## src/core/iid_map.svh

```systemverilog
// Offsets, field layout, reset values and timing counts of the input
// conditioner. Assumes a 10 MHz pclk and byte addresses on APB.
`ifndef IID_MAP_SVH
`define IID_MAP_SVH

// Register byte offsets
`define IID_INV_OFS      8'h00
`define IID_DEB_OFS      8'h04
`define IID_RAW_OFS      8'h08
`define IID_STATE_OFS    8'h0C
`define IID_CHG_OFS      8'h10

// Reset values
`define IID_INV_RST      32'h0000_0000
`define IID_DEB_RST      32'h0000_0000
`define IID_CHG_RST      32'h0000_0000

// Debounce select field of input i sits at bits [2i+1:2i]
`define IID_DEB_FLD_W    2

// Debounce intervals in ms: 20, 50, 100
`define IID_DEB_20_MS    7'h14
`define IID_DEB_50_MS    7'h32
`define IID_DEB_100_MS   7'h64
`define IID_DEB_CNT_W    7

// Time base: 1000 us tick from a 10 MHz clock
`define IID_PCLK_HZ      32'h0098_9680
`define IID_TICK_US      32'h0000_03E8
`define IID_TICK_CYC     (`IID_TICK_US * (`IID_PCLK_HZ / 32'h000F_4240))

`endif

```

## src/core/iid_pkg.sv

```systemverilog
// Types shared by the input conditioner modules.
// Assumes iid_map.svh is on the include path.
`include "iid_map.svh"

package iid_pkg;

    typedef enum logic [1:0] {
        IID_DEB_NONE = 2'h0,
        IID_DEB_20   = 2'h1,
        IID_DEB_50   = 2'h2,
        IID_DEB_100  = 2'h3
    } iid_deb_t;

    typedef enum logic {
        IID_ST_STABLE = 1'b0,
        IID_ST_PEND   = 1'b1
    } iid_flt_state_t;

    typedef logic [`IID_DEB_CNT_W-1:0] iid_cnt_t;

    function automatic iid_cnt_t iid_deb_limit(input iid_deb_t sel);
        iid_cnt_t lim;
        lim = '0;
        unique case (sel)
            IID_DEB_NONE: lim = '0;
            IID_DEB_20:   lim = `IID_DEB_20_MS;
            IID_DEB_50:   lim = `IID_DEB_50_MS;
            IID_DEB_100:  lim = `IID_DEB_100_MS;
        endcase
        return lim;
    endfunction

endpackage

```

## src/core/iid_chan_if.sv

```systemverilog
// One input channel between the register side and its debounce filter.
// Assumes iid_pkg is compiled first.
interface iid_chan_if;
    import iid_pkg::*;

    logic     in_bit;
    iid_deb_t sel;
    logic     tick;
    logic     out_bit;
    logic     changed;

    modport filt (
        input  in_bit,
        input  sel,
        input  tick,
        output out_bit,
        output changed
    );

    modport ctrl (
        output in_bit,
        output sel,
        output tick,
        input  out_bit,
        input  changed
    );
endinterface

```

## src/core/iid_top.sv

```systemverilog
// Field input conditioner: synchronise, invert, debounce, APB registers.
// Assumes a zero-wait APB master on pclk and asynchronous field inputs.
//
// Local design decisions: the APB interface to the registers and the register offsets.
`include "iid_map.svh"

module iid_top
    import iid_pkg::*;
#(
    parameter int unsigned N           = 8,
    parameter int unsigned AW          = 8,
    parameter int unsigned TICK_CYCLES = `IID_TICK_CYC
) (
    // Clock and reset
    input  wire logic          pclk,
    input  wire logic          presetn,
    // APB slave
    input  wire logic          psel,
    input  wire logic          penable,
    input  wire logic          pwrite,
    input  wire logic [AW-1:0] paddr,
    input  wire logic [31:0]   pwdata,
    output logic [31:0]        prdata,
    output logic               pready,
    output logic               pslverr,
    // Field side
    input  wire logic [N-1:0]  field_input,
    output logic [N-1:0]       field_state
);
    localparam int unsigned DW = N * `IID_DEB_FLD_W;

    // Synchroniser and accepted raw state
    logic [N-1:0] sync1_reg;
    logic [N-1:0] sync2_reg;
    logic [N-1:0] sync3_reg;
    logic [N-1:0] raw_reg;
    logic [N-1:0] raw_next;
    wire  [N-1:0] agree = ~(sync2_reg ^ sync3_reg);

    // Registers
    logic [N-1:0]  inv_reg;
    logic [N-1:0]  inv_next;
    logic [DW-1:0] deb_reg;
    logic [DW-1:0] deb_next;
    logic [N-1:0]  chg_reg;
    logic [N-1:0]  chg_next;
    logic [31:0]   prdata_reg;
    logic [31:0]   prdata_next;

    // Channel results
    logic [N-1:0] cond;
    logic [N-1:0] changed;
    logic         tick;

    // Address decode
    wire hit_inv   = (paddr == AW'(`IID_INV_OFS));
    wire hit_deb   = (paddr == AW'(`IID_DEB_OFS));
    wire hit_raw   = (paddr == AW'(`IID_RAW_OFS));
    wire hit_state = (paddr == AW'(`IID_STATE_OFS));
    wire hit_chg   = (paddr == AW'(`IID_CHG_OFS));
    wire hit_any   = hit_inv | hit_deb | hit_raw | hit_state | hit_chg;

    wire setup  = psel & ~penable;
    wire access = psel & penable;
    wire wr     = access & pwrite & pready;
    wire rd_cap = setup & ~pwrite;

    // Write strobes
    wire wr_inv = wr & hit_inv;
    wire wr_deb = wr & hit_deb;
    wire wr_chg = wr & hit_chg;

    // Zero wait states; unmapped address errors in the access phase
    assign pready  = 1'b1;
    assign pslverr = access & ~hit_any;
    assign prdata  = prdata_reg;

    // Read mux, unused upper bits read as zero
    wire [31:0] rd_inv   = 32'(inv_reg);
    wire [31:0] rd_deb   = 32'(deb_reg);
    wire [31:0] rd_raw   = 32'(raw_reg);
    wire [31:0] rd_state = 32'(cond);
    wire [31:0] rd_chg   = 32'(chg_reg);

    assign prdata_next = rd_cap ?
        (({32{hit_inv}}   & rd_inv)   |
         ({32{hit_deb}}   & rd_deb)   |
         ({32{hit_raw}}   & rd_raw)   |
         ({32{hit_state}} & rd_state) |
         ({32{hit_chg}}   & rd_chg))
        : prdata_reg;

    assign inv_next = wr_inv ? pwdata[N-1:0] : inv_reg;
    assign deb_next = wr_deb ? pwdata[DW-1:0] : deb_reg;

    // Write one to clear; a new change in the same cycle wins
    assign chg_next = (chg_reg & ~({N{wr_chg}} & pwdata[N-1:0]))
                      | changed;

    // A bit is taken only once the last two stages agree
    assign raw_next = (sync3_reg & agree) | (raw_reg & ~agree);

    always_ff @(posedge pclk or negedge presetn) begin
        if (!presetn) begin
            sync1_reg <= '0;
            sync2_reg <= '0;
            sync3_reg <= '0;
            raw_reg   <= '0;
        end else begin
            sync1_reg <= field_input;
            sync2_reg <= sync1_reg;
            sync3_reg <= sync2_reg;
            raw_reg   <= raw_next;
        end
    end

    always_ff @(posedge pclk or negedge presetn) begin
        if (!presetn) begin
            inv_reg    <= N'(`IID_INV_RST);
            deb_reg    <= DW'(`IID_DEB_RST);
            chg_reg    <= N'(`IID_CHG_RST);
            prdata_reg <= 32'h0000_0000;
        end else begin
            inv_reg    <= inv_next;
            deb_reg    <= deb_next;
            chg_reg    <= chg_next;
            prdata_reg <= prdata_next;
        end
    end

    iid_tick_gen #(
        .CYCLES (TICK_CYCLES)
    ) u_tick (
        .pclk    (pclk),
        .presetn (presetn),
        .tick    (tick)
    );

    // One filter per input
    generate
        for (genvar i = 0; i < N; i++) begin : g_chan
            iid_chan_if ch ();

            assign ch.in_bit = raw_reg[i] ^ inv_reg[i];
            assign ch.sel    = iid_deb_t'(deb_reg[2*i +: 2]);
            assign ch.tick   = tick;
            assign cond[i]    = ch.out_bit;
            assign changed[i] = ch.changed;

            iid_filter u_filt (
                .pclk    (pclk),
                .presetn (presetn),
                .ch      (ch.filt)
            );
        end
    endgenerate

    assign field_state = cond;
endmodule // iid_top

```

## src/core/iid_tick_gen.sv

```systemverilog
// Free-running millisecond tick generator.
// Assumes pclk at the rate the cycle count was derived for.
`include "iid_map.svh"

module iid_tick_gen
    import iid_pkg::*;
#(
    parameter int unsigned CYCLES = `IID_TICK_CYC
) (
    // Clock and reset
    input  wire logic pclk,
    input  wire logic presetn,
    // Tick out
    output logic      tick
);
    localparam int unsigned CW = (CYCLES > 1) ? $clog2(CYCLES) : 1;
    localparam logic [CW-1:0] LAST = CW'(CYCLES - 1);

    logic [CW-1:0] cnt_reg;
    logic [CW-1:0] cnt_next;
    logic          tick_reg;
    wire           wrap = (cnt_reg == LAST);

    assign cnt_next = wrap ? '0 : cnt_reg + CW'(1);
    assign tick     = tick_reg;

    always_ff @(posedge pclk or negedge presetn) begin
        if (!presetn) begin
            cnt_reg  <= '0;
            tick_reg <= 1'b0;
        end else begin
            cnt_reg  <= cnt_next;
            tick_reg <= wrap;
        end
    end
endmodule // iid_tick_gen

```

## src/core/iid_filter.sv

```systemverilog
// Debounce filter for one conditioned input.
// Assumes in_bit is already synchronised and inverted, tick is 1 ms.
module iid_filter
    import iid_pkg::*;
(
    // Clock and reset
    input  wire logic pclk,
    input  wire logic presetn,
    // Channel
    iid_chan_if.filt  ch
);
    iid_flt_state_t state_reg;
    iid_flt_state_t state_next;
    logic           out_reg;
    logic           out_next;
    iid_cnt_t       cnt_reg;
    iid_cnt_t       cnt_next;

    wire      differ = ch.in_bit ^ out_reg;
    wire      bypass = (ch.sel == IID_DEB_NONE);
    iid_cnt_t limit;
    assign limit = iid_deb_limit(ch.sel);

    // Accept on the tick after limit ticks: the first tick may land
    // right after the edge, so one extra tick guarantees the full time.
    wire expired = ch.tick && (cnt_reg >= limit);

    always_comb begin
        state_next = state_reg;
        out_next   = out_reg;
        cnt_next   = cnt_reg;
        unique case (state_reg)
            IID_ST_STABLE: begin
                cnt_next = '0;
                if (differ && bypass) begin
                    out_next = ch.in_bit;
                end else if (differ) begin
                    state_next = IID_ST_PEND;
                end
            end
            IID_ST_PEND: begin
                if (!differ) begin
                    state_next = IID_ST_STABLE;
                    cnt_next   = '0;
                end else if (bypass || expired) begin
                    out_next   = ch.in_bit;
                    state_next = IID_ST_STABLE;
                    cnt_next   = '0;
                end else if (ch.tick) begin
                    cnt_next = cnt_reg + iid_cnt_t'(1);
                end
            end
        endcase
    end

    assign ch.out_bit = out_reg;
    assign ch.changed = out_next ^ out_reg;

    always_ff @(posedge pclk or negedge presetn) begin
        if (!presetn) begin
            state_reg <= IID_ST_STABLE;
            out_reg   <= 1'b0;
            cnt_reg   <= '0;
        end else begin
            state_reg <= state_next;
            out_reg   <= out_next;
            cnt_reg   <= cnt_next;
        end
    end
endmodule // iid_filter

```

## config.mk

```make
export PLATFORM = sky130hd
export DESIGN_NAME = iid_top
export DESIGN_NICKNAME = d
export VERILOG_FILES = /design/src/core/iid_pkg.sv /design/src/core/iid_chan_if.sv /design/src/core/iid_top.sv /design/src/core/iid_tick_gen.sv /design/src/core/iid_filter.sv
export VERILOG_INCLUDE_DIRS = /design/src /design/src/core
export SDC_FILE = /design/constraint.sdc
export NUM_CORES = 1
export LEC_CHECK = 0
export BUFFER_PORTS_ARGS = -buffer_cell sky130_fd_sc_hd__clkbuf_2
export CAP_MARGIN = 15
export CORE_MARGIN = 4
export CORE_UTILIZATION = 55
export CTS_CLUSTER_DIAMETER = 80
export DETAILED_ROUTE_END_ITERATION = 10
export GPL_TIMING_DRIVEN = 0
export PLACE_DENSITY = 0.75
export SLEW_MARGIN = 20
export SYNTH_ARGS = -nofsm -noshare
export SYNTH_HDL_FRONTEND = slang
export SYNTH_SLANG_ARGS = --single-unit
```

## constraint.sdc

```tcl
create_clock -name pclk -period 2.8 [get_ports pclk]
set_input_delay 0.42 -clock pclk [delete_from_list [all_inputs] [get_ports pclk]]
set_output_delay 0.42 -clock pclk [all_outputs]
set_load 0.005 [all_outputs]
```

==> impl_metrics.yaml, run 1 <==
timing:
  setup_viol: 0
  fmax_mhz: 385
  period_share: 0.927
  tightestPinTransition_ns: 0.966
  worst_slack_ns: 0.205
  slew_headroom: 0.351
  slew_violations: 0
  finalHoldViolCount: 0
  grt_setup_unrepaired: "no"
  fin_setup_tns_ns: 0
  timing.final.crit_period_ns: 2.59
  fin_skew_ns: 0.00894
grt:
  overflow: 0
  grt_pass1_wl_mm: 32.0
  grt.total_usage: 0.217
  grt_pass1_vias: 6324
  grt_max_degree: 94
  antenna_found_initial: 0
drt:
  drtIter0Drc: 361
  routed_via_density: 5.61
  dr_total_vias: 6576
  avgRoutedWirePerCell_um: 16.5
  ant_nets: 0
  wirelength_mm: 19.3
  drc: 0
  firstDrtPassIters: 5
setup_path:
  critPathMaxFanout: 10
  worstPathArrival_ns: 2.17
  cp-start-kind: "input port"
  cp_cell_sequence: "clkbuf_2 > buf_1 > clkbuf_1 > o21ai_0 > a21oi_1 > clkbuf_2"
  crit_type: "in2out"
  cp_data_required_time_ns: 2.38
  slowest_delay_ns: 0.55
  cpMostUsedCell: "clkbuf_2"
  crit_path_top_delay_cell: "buf_1"
  crit_path_end_kind: "primary output"
  reg2regPathDepth: 9
clock_network:
  insertion_delay_ns: 0.43
  clock-sinks: 167
  clkTransAtPathRegs_ns: 0.06
  numCtsBuffers: 17
  cts_hold_buf: 0
  htreeDepth: 4
  clockRootBuffer: "clkbuf_16"
  ctsLongestPathBuffers: 2
  tritoncts: "yes"
final_layout:
  drive_above_1_share: 0.192
  stdcell_area_um2: 10500
  diodes: 0
  largest_reg_flops: 56
  nets: 1079
  areaGrowthSynthToFinish_pct: 14.8
  instances_no_fill: 1173
logic_synthesis:
  syn_avg_cell_area_um2: 10.8
  synth_top_family_by_area: "simple AND/OR/NAND/NOR gates"
  yosysUniqueCellTypes: 55
  synthTopCellsByArea: "dfrtp_1, ha_1, nand2_1, xor2_1, mux2_2"
  synthAdderAreaFrac: 0.121
  synth_edf_count: 0
  yosys.area_share.xor_xnor: 0.0546
  synth_compound_area_frac: 0.101
  yosysTopAreaCell: "dfrtp_1"
  synth-simple-area-share: 0.150
  yosysWarnings: 0
  synthesis.area_um2: 9130
  synthMuxAreaShare: 0.0618
  synth_top_area_share: 0.458
  synth_seq_cells: 167
  netlist_instances: 844
  synth_flop_cell: "dfrtp_1"
  yosysSeqAreaShare: 0.458
  synthArstFlopShare: 1.00
pwr:
  power_leakage_nw: 4.74
  pwr-share-seq: 0.473
  clkPwrFrac: 0.460
  internal_power_mw: 4.10
  p_sw_frac: 0.230
  p_per_area_nw_per_um2: 508
  ir_worst_vdd_mv: 0.484
  comb_power_share: 0.067
  power_mw: 5.32
  netSwitchingPower_mw: 1.22
die:
  die_w_um: 137
  die_area_um2: 18700
  core_area_um2: 16100
  io_pins: 95
  num_rows: 46
  dieHeight_um: 137
  start_util: 0.568
placement:
  place_ws_ns: -0.241
  place.gp.congestion: 0.859
  port_buffers: 60
  dpl.hpwl_mm: 13.5
  dpl_cell_area_um2: 9800
  place_inst: 1137
run_status:
  status: "completed"
min_path:
  hold_class: "in2async"
job:
  drv_cap: 0
worst max-delay path: cells and delay by family:
kind            cells  cell delay [ns]
compound gates      2             0.49
buf+inv             4             1.25
path summary, 6_finish.rpt:
path / startpoint / to / slack (ns)
max: paddr[4] / pslverr / 0.21
min in group pclk: field_input[3] / sync1_reg[3]$_DFF_PN0_ / 0.09
max reg2reg: deb_reg[7]$_DFFE_PN0P_ / g_chan[3].u_filt.cnt_reg[2]$_DFFE_PN0P_ / 0.21
max in group asynchronous: presetn / deb_reg[6]$_DFFE_PN0P_ / 1.95
min reg2reg: sync1_reg[1]$_DFF_PN0_ / sync2_reg[1]$_DFF_PN0_ / 0.35
min: presetn / g_chan[3].u_filt.cnt_reg[3]$_DFFE_PN0P_ / 0.003
per-layer routing:
metal / vias to the layer above / GRT usage / routed length, µm
met3: 20 / 0.0518 / 1000
met1: 3221 / 0.317 / 9180
met4: 0 / 0.0588 / 249
li1: 3194 / - / -
met5: - / 0 / 0
met2: 141 / 0.327 / 8870
power groups by stage:
stage | clock, mW | sequential (mW) | combinational, mW
6_report | 2.45 | 2.52 | 0.357
5_1_grt | 2.60 | 2.52 | 0.399
4_1_cts | 2.50 | 2.51 | 0.361
3_5_place_dp | 0 | 2.56 | 0.357
3_3_place_gp | 0 | 2.56 | 0.345
2_1_floorplan | 0 | 2.54 | 0.210
metrics by stage:
| step | util | hold WS (ns) |
|---|---|---|
| global route | 0.652 | 0.0387 |
| detailed placement | 0.610 | 0.336 |
| floorplan | - | 0.124 |
| CTS | 0.650 | 0.0247 |
| global placement | 0.607 | 0.332 |
| finish | 0.652 | 0.00331 |
repair_timing:
item / CTS / global route
pin swaps: 0 / 1
endpoints found under the setup margin: 5 / 20
setup buffers: 1 / 3
resized for setup: 2 / 8
hold endpoints to repair: 0 / 0
layout make-up:
type,instances,area (µm²)
tap,216,270
multi-input combinational,596,4560
timing repair buffer,66,372
fill,1254,5580
clock inverter,11,146
inverter,54,203
clock buffer,21,470
sequential,167,4180
buffer,42,275
synth_stat cells, drive strengths merged, types with 12 or more instances:
cell	instances
ha	82
buf	31
xor2	25
o311ai	21
nor4	23
nand2	83
dfrtp	167
xnor2	19
mux2	29
inv	54
o21ai	39
a21oi	14
nor2	42
nand3	37
a31oi	12
kinds of logic (layout without fill, tap and decap cells):
family / after synthesis / in the layout
other: 2 / 17
AOI/OAI and AO/OA: 133 / 133
xor gates and xnor gates: 49 / 49
DFF: 167 / 167
and+or+nand+nor: 263 / 263
buffers and inverters: 96 / 194
muxes: 44 / 44
adders and majority gates: 90 / 90
layout by cell type, fill, tap and decap left out, drive strengths merged, types with 8 or more instances in the layout:
cell type	instances
a21oi	14
conb	17
buf	37
or2	11
maj3	8
nand4	9
nor2b	11
o21ai	39
nand2	83
nand3	37
xnor2	19
ha	82
nor4	23
nor2	42
a31oi	12
inv	55
xor2	25
nor3	9
mux2	29
mux2i	11
a22o	11
nand2b	10
dfrtp	167
o311ai	21
clkbuf	92
(Power assumes the default switching activity.)
==> run 2: changes to the inputs <==
Settings changed: SETUP_SLACK_MARGIN from default to 0.4.
==> run 2 against run 1 <==
The run now ends with hold timing left. Combinational power up 5.9%. Final cell count up 1.4%. Wire length grew 6.3%. Largest power group unchanged.
==> impl_metrics.yaml, run 2 (same netlist as run 1, synthesis figures left out) <==
pwr:
  ir_worst_vdd_mv: 0.485
  power_mw: 5.36
  power_leakage_nw: 4.90
  p_per_area_nw_per_um2: 495
drt:
  ant_nets: 0
  firstDrtPassIters: 5
  routed_via_density: 5.68
  drc: 0
  avgRoutedWirePerCell_um: 17.3
  wirelength_mm: 20.5
  dr_total_vias: 6755
  drtIter0Drc: 373
grt:
  grt.total_usage: 0.221
  overflow: 0
  antenna_found_initial: 0
  grt_pass1_vias: 6433
  grt_max_degree: 94
  grt_pass1_wl_mm: 32.6
final_layout:
  instances_no_fill: 1190
  final_cell_mix: "dfrtp_1, nand2_1, ha_1, clkbuf_2, inv_1"
  final_common_cell: "dfrtp_1"
  regArea_um2: 4190
  nets: 1096
  diodes: 0
  areaGrowthSynthToFinish_pct: 18.6
  largest_reg_flops: 56
  multi_input_area_um2: 4760
  fillers: 1214
  drive_above_1_share: 0.245
clock_network:
  numCtsBuffers: 17
  clockRootBuffer: "clkbuf_16"
  ctsLongestPathBuffers: 2
  clock-sinks: 167
  clkTransAtPathRegs_ns: 0.07
  htreeDepth: 4
  insertion_delay_ns: 0.43
  cts_hold_buf: 0
  tritoncts: "yes"
min_path:
  hold_class: "in2async"
die:
  die_area_um2: 18700
  core_area_um2: 16100
  start_util: 0.568
  die_w_um: 137
  num_rows: 46
  io_pins: 95
  dieHeight_um: 137
timing:
  period_share: 0.881
  slew_headroom: 0.346
  fmax_mhz: 405
  slew_violations: 0
  timing.final.crit_period_ns: 2.47
  fin_skew_ns: 0.00627
  grt_setup_unrepaired: "yes"
  holdWs_ns: -0.00846
  setup_viol: 0
  finalHoldViolCount: 8
  tightestPinTransition_ns: 0.973
job:
  drv_cap: 0
setup_path:
  worstPathArrival_ns: 2.79
  critPathMaxFanout: 3
  cp_data_required_time_ns: 3.12
  crit_type: "reg2reg"
  crit_path_end_kind: "flip-flop"
  cp-start-kind: "flip-flop"
placement:
  place_inst: 1137
  dpl.hpwl_mm: 13.5
  place.gp.congestion: 0.859
  port_buffers: 60
run_status:
  status: "complete, but fails checks"
  violations: "hold timing"
run 2: cell type report:
type	instances	area share
Tap cell	216	0.0250
Clock buffer	21	0.0434
Clock inverter	11	0.0135
Timing Repair Buffer	83	0.0475
Multi-Input combinational cell	596	0.439
Inverter	54	0.0187
Sequential cell	167	0.387
Buffer	42	0.0260
run 2: per-stage QoR:
| stage | area, µm² | setup slack (ns) | utilization | hold slack, ns | setup TNS, ns |
|---|---|---|---|---|---|
| floorplan | 9180 | 0.410 | - | 0.124 | 0 |
| global placement | 9750 | -1.67 | 0.607 | 0.332 | -280.05 |
| detailed placement | 9800 | -0.241 | 0.610 | 0.336 | -0.671 |
| CTS | 10600 | 0.394 | 0.659 | 0.0246 | 0 |
| global route | 10800 | 0.254 | 0.674 | 0.0401 | 0 |
| finish | 10800 | 0.334 | 0.674 | -0.00846 | 0 |
run 2: per-layer routing:
| metal | routed length (µm) | global-route usage |
|---|---|---|
| met3 | 933 | 0.0540 |
| met5 | 0 | 0 |
| met2 | 9700 | 0.335 |
| met4 | 346 | 0.0632 |
| met1 | 9550 | 0.319 |
run 2: worst max-delay path: stages, from the launching register on:
cell      delay [ns]
dfrtp_2         0.44
buf_6           0.14
ha_4            0.15
o21bai_1        0.15
ha_1            0.27
and3b_2         0.24
o31ai_4         0.25
nand2b_1        0.14
a31oi_2         0.27
mux2_4          0.32
run 2: path summary, 6_finish.rpt:
| kind | from | to | slack (ns) | depth (start not counted) |
|---|---|---|---|---|
| setup / recovery | deb_reg[6]$_DFFE_PN0P_ | g_chan[3].u_filt.ch.out_bit$_DFF_PN0_ | 0.33 | 9 |
| hold / removal | presetn | g_chan[3].u_filt.cnt_reg[2]$_DFFE_PN0P_ | -0.008 | 1 |
| setup reg to reg | deb_reg[6]$_DFFE_PN0P_ | g_chan[3].u_filt.ch.out_bit$_DFF_PN0_ | 0.33 | 9 |
| hold reg to reg | sync1_reg[1]$_DFF_PN0_ | sync2_reg[1]$_DFF_PN0_ | 0.35 | 0 |
| max in group asynchronous | presetn | deb_reg[5]$_DFFE_PN0P_ | 1.95 | 2 |
| min in group pclk | field_input[3] | sync1_reg[3]$_DFF_PN0_ | 0.09 | 1 |
run 2: what timing repair did:
action,4_1_cts,5_1_grt
setup buffers,13,8
gates resized for setup,25,52
setup endpoints to repair,32,38
pin swaps,8,11
run 2: report_power, final:
group          switching, mW  internal (mW)
Clock                  0.986           1.48
Sequential            0.0537           2.46
Combinational          0.207          0.171
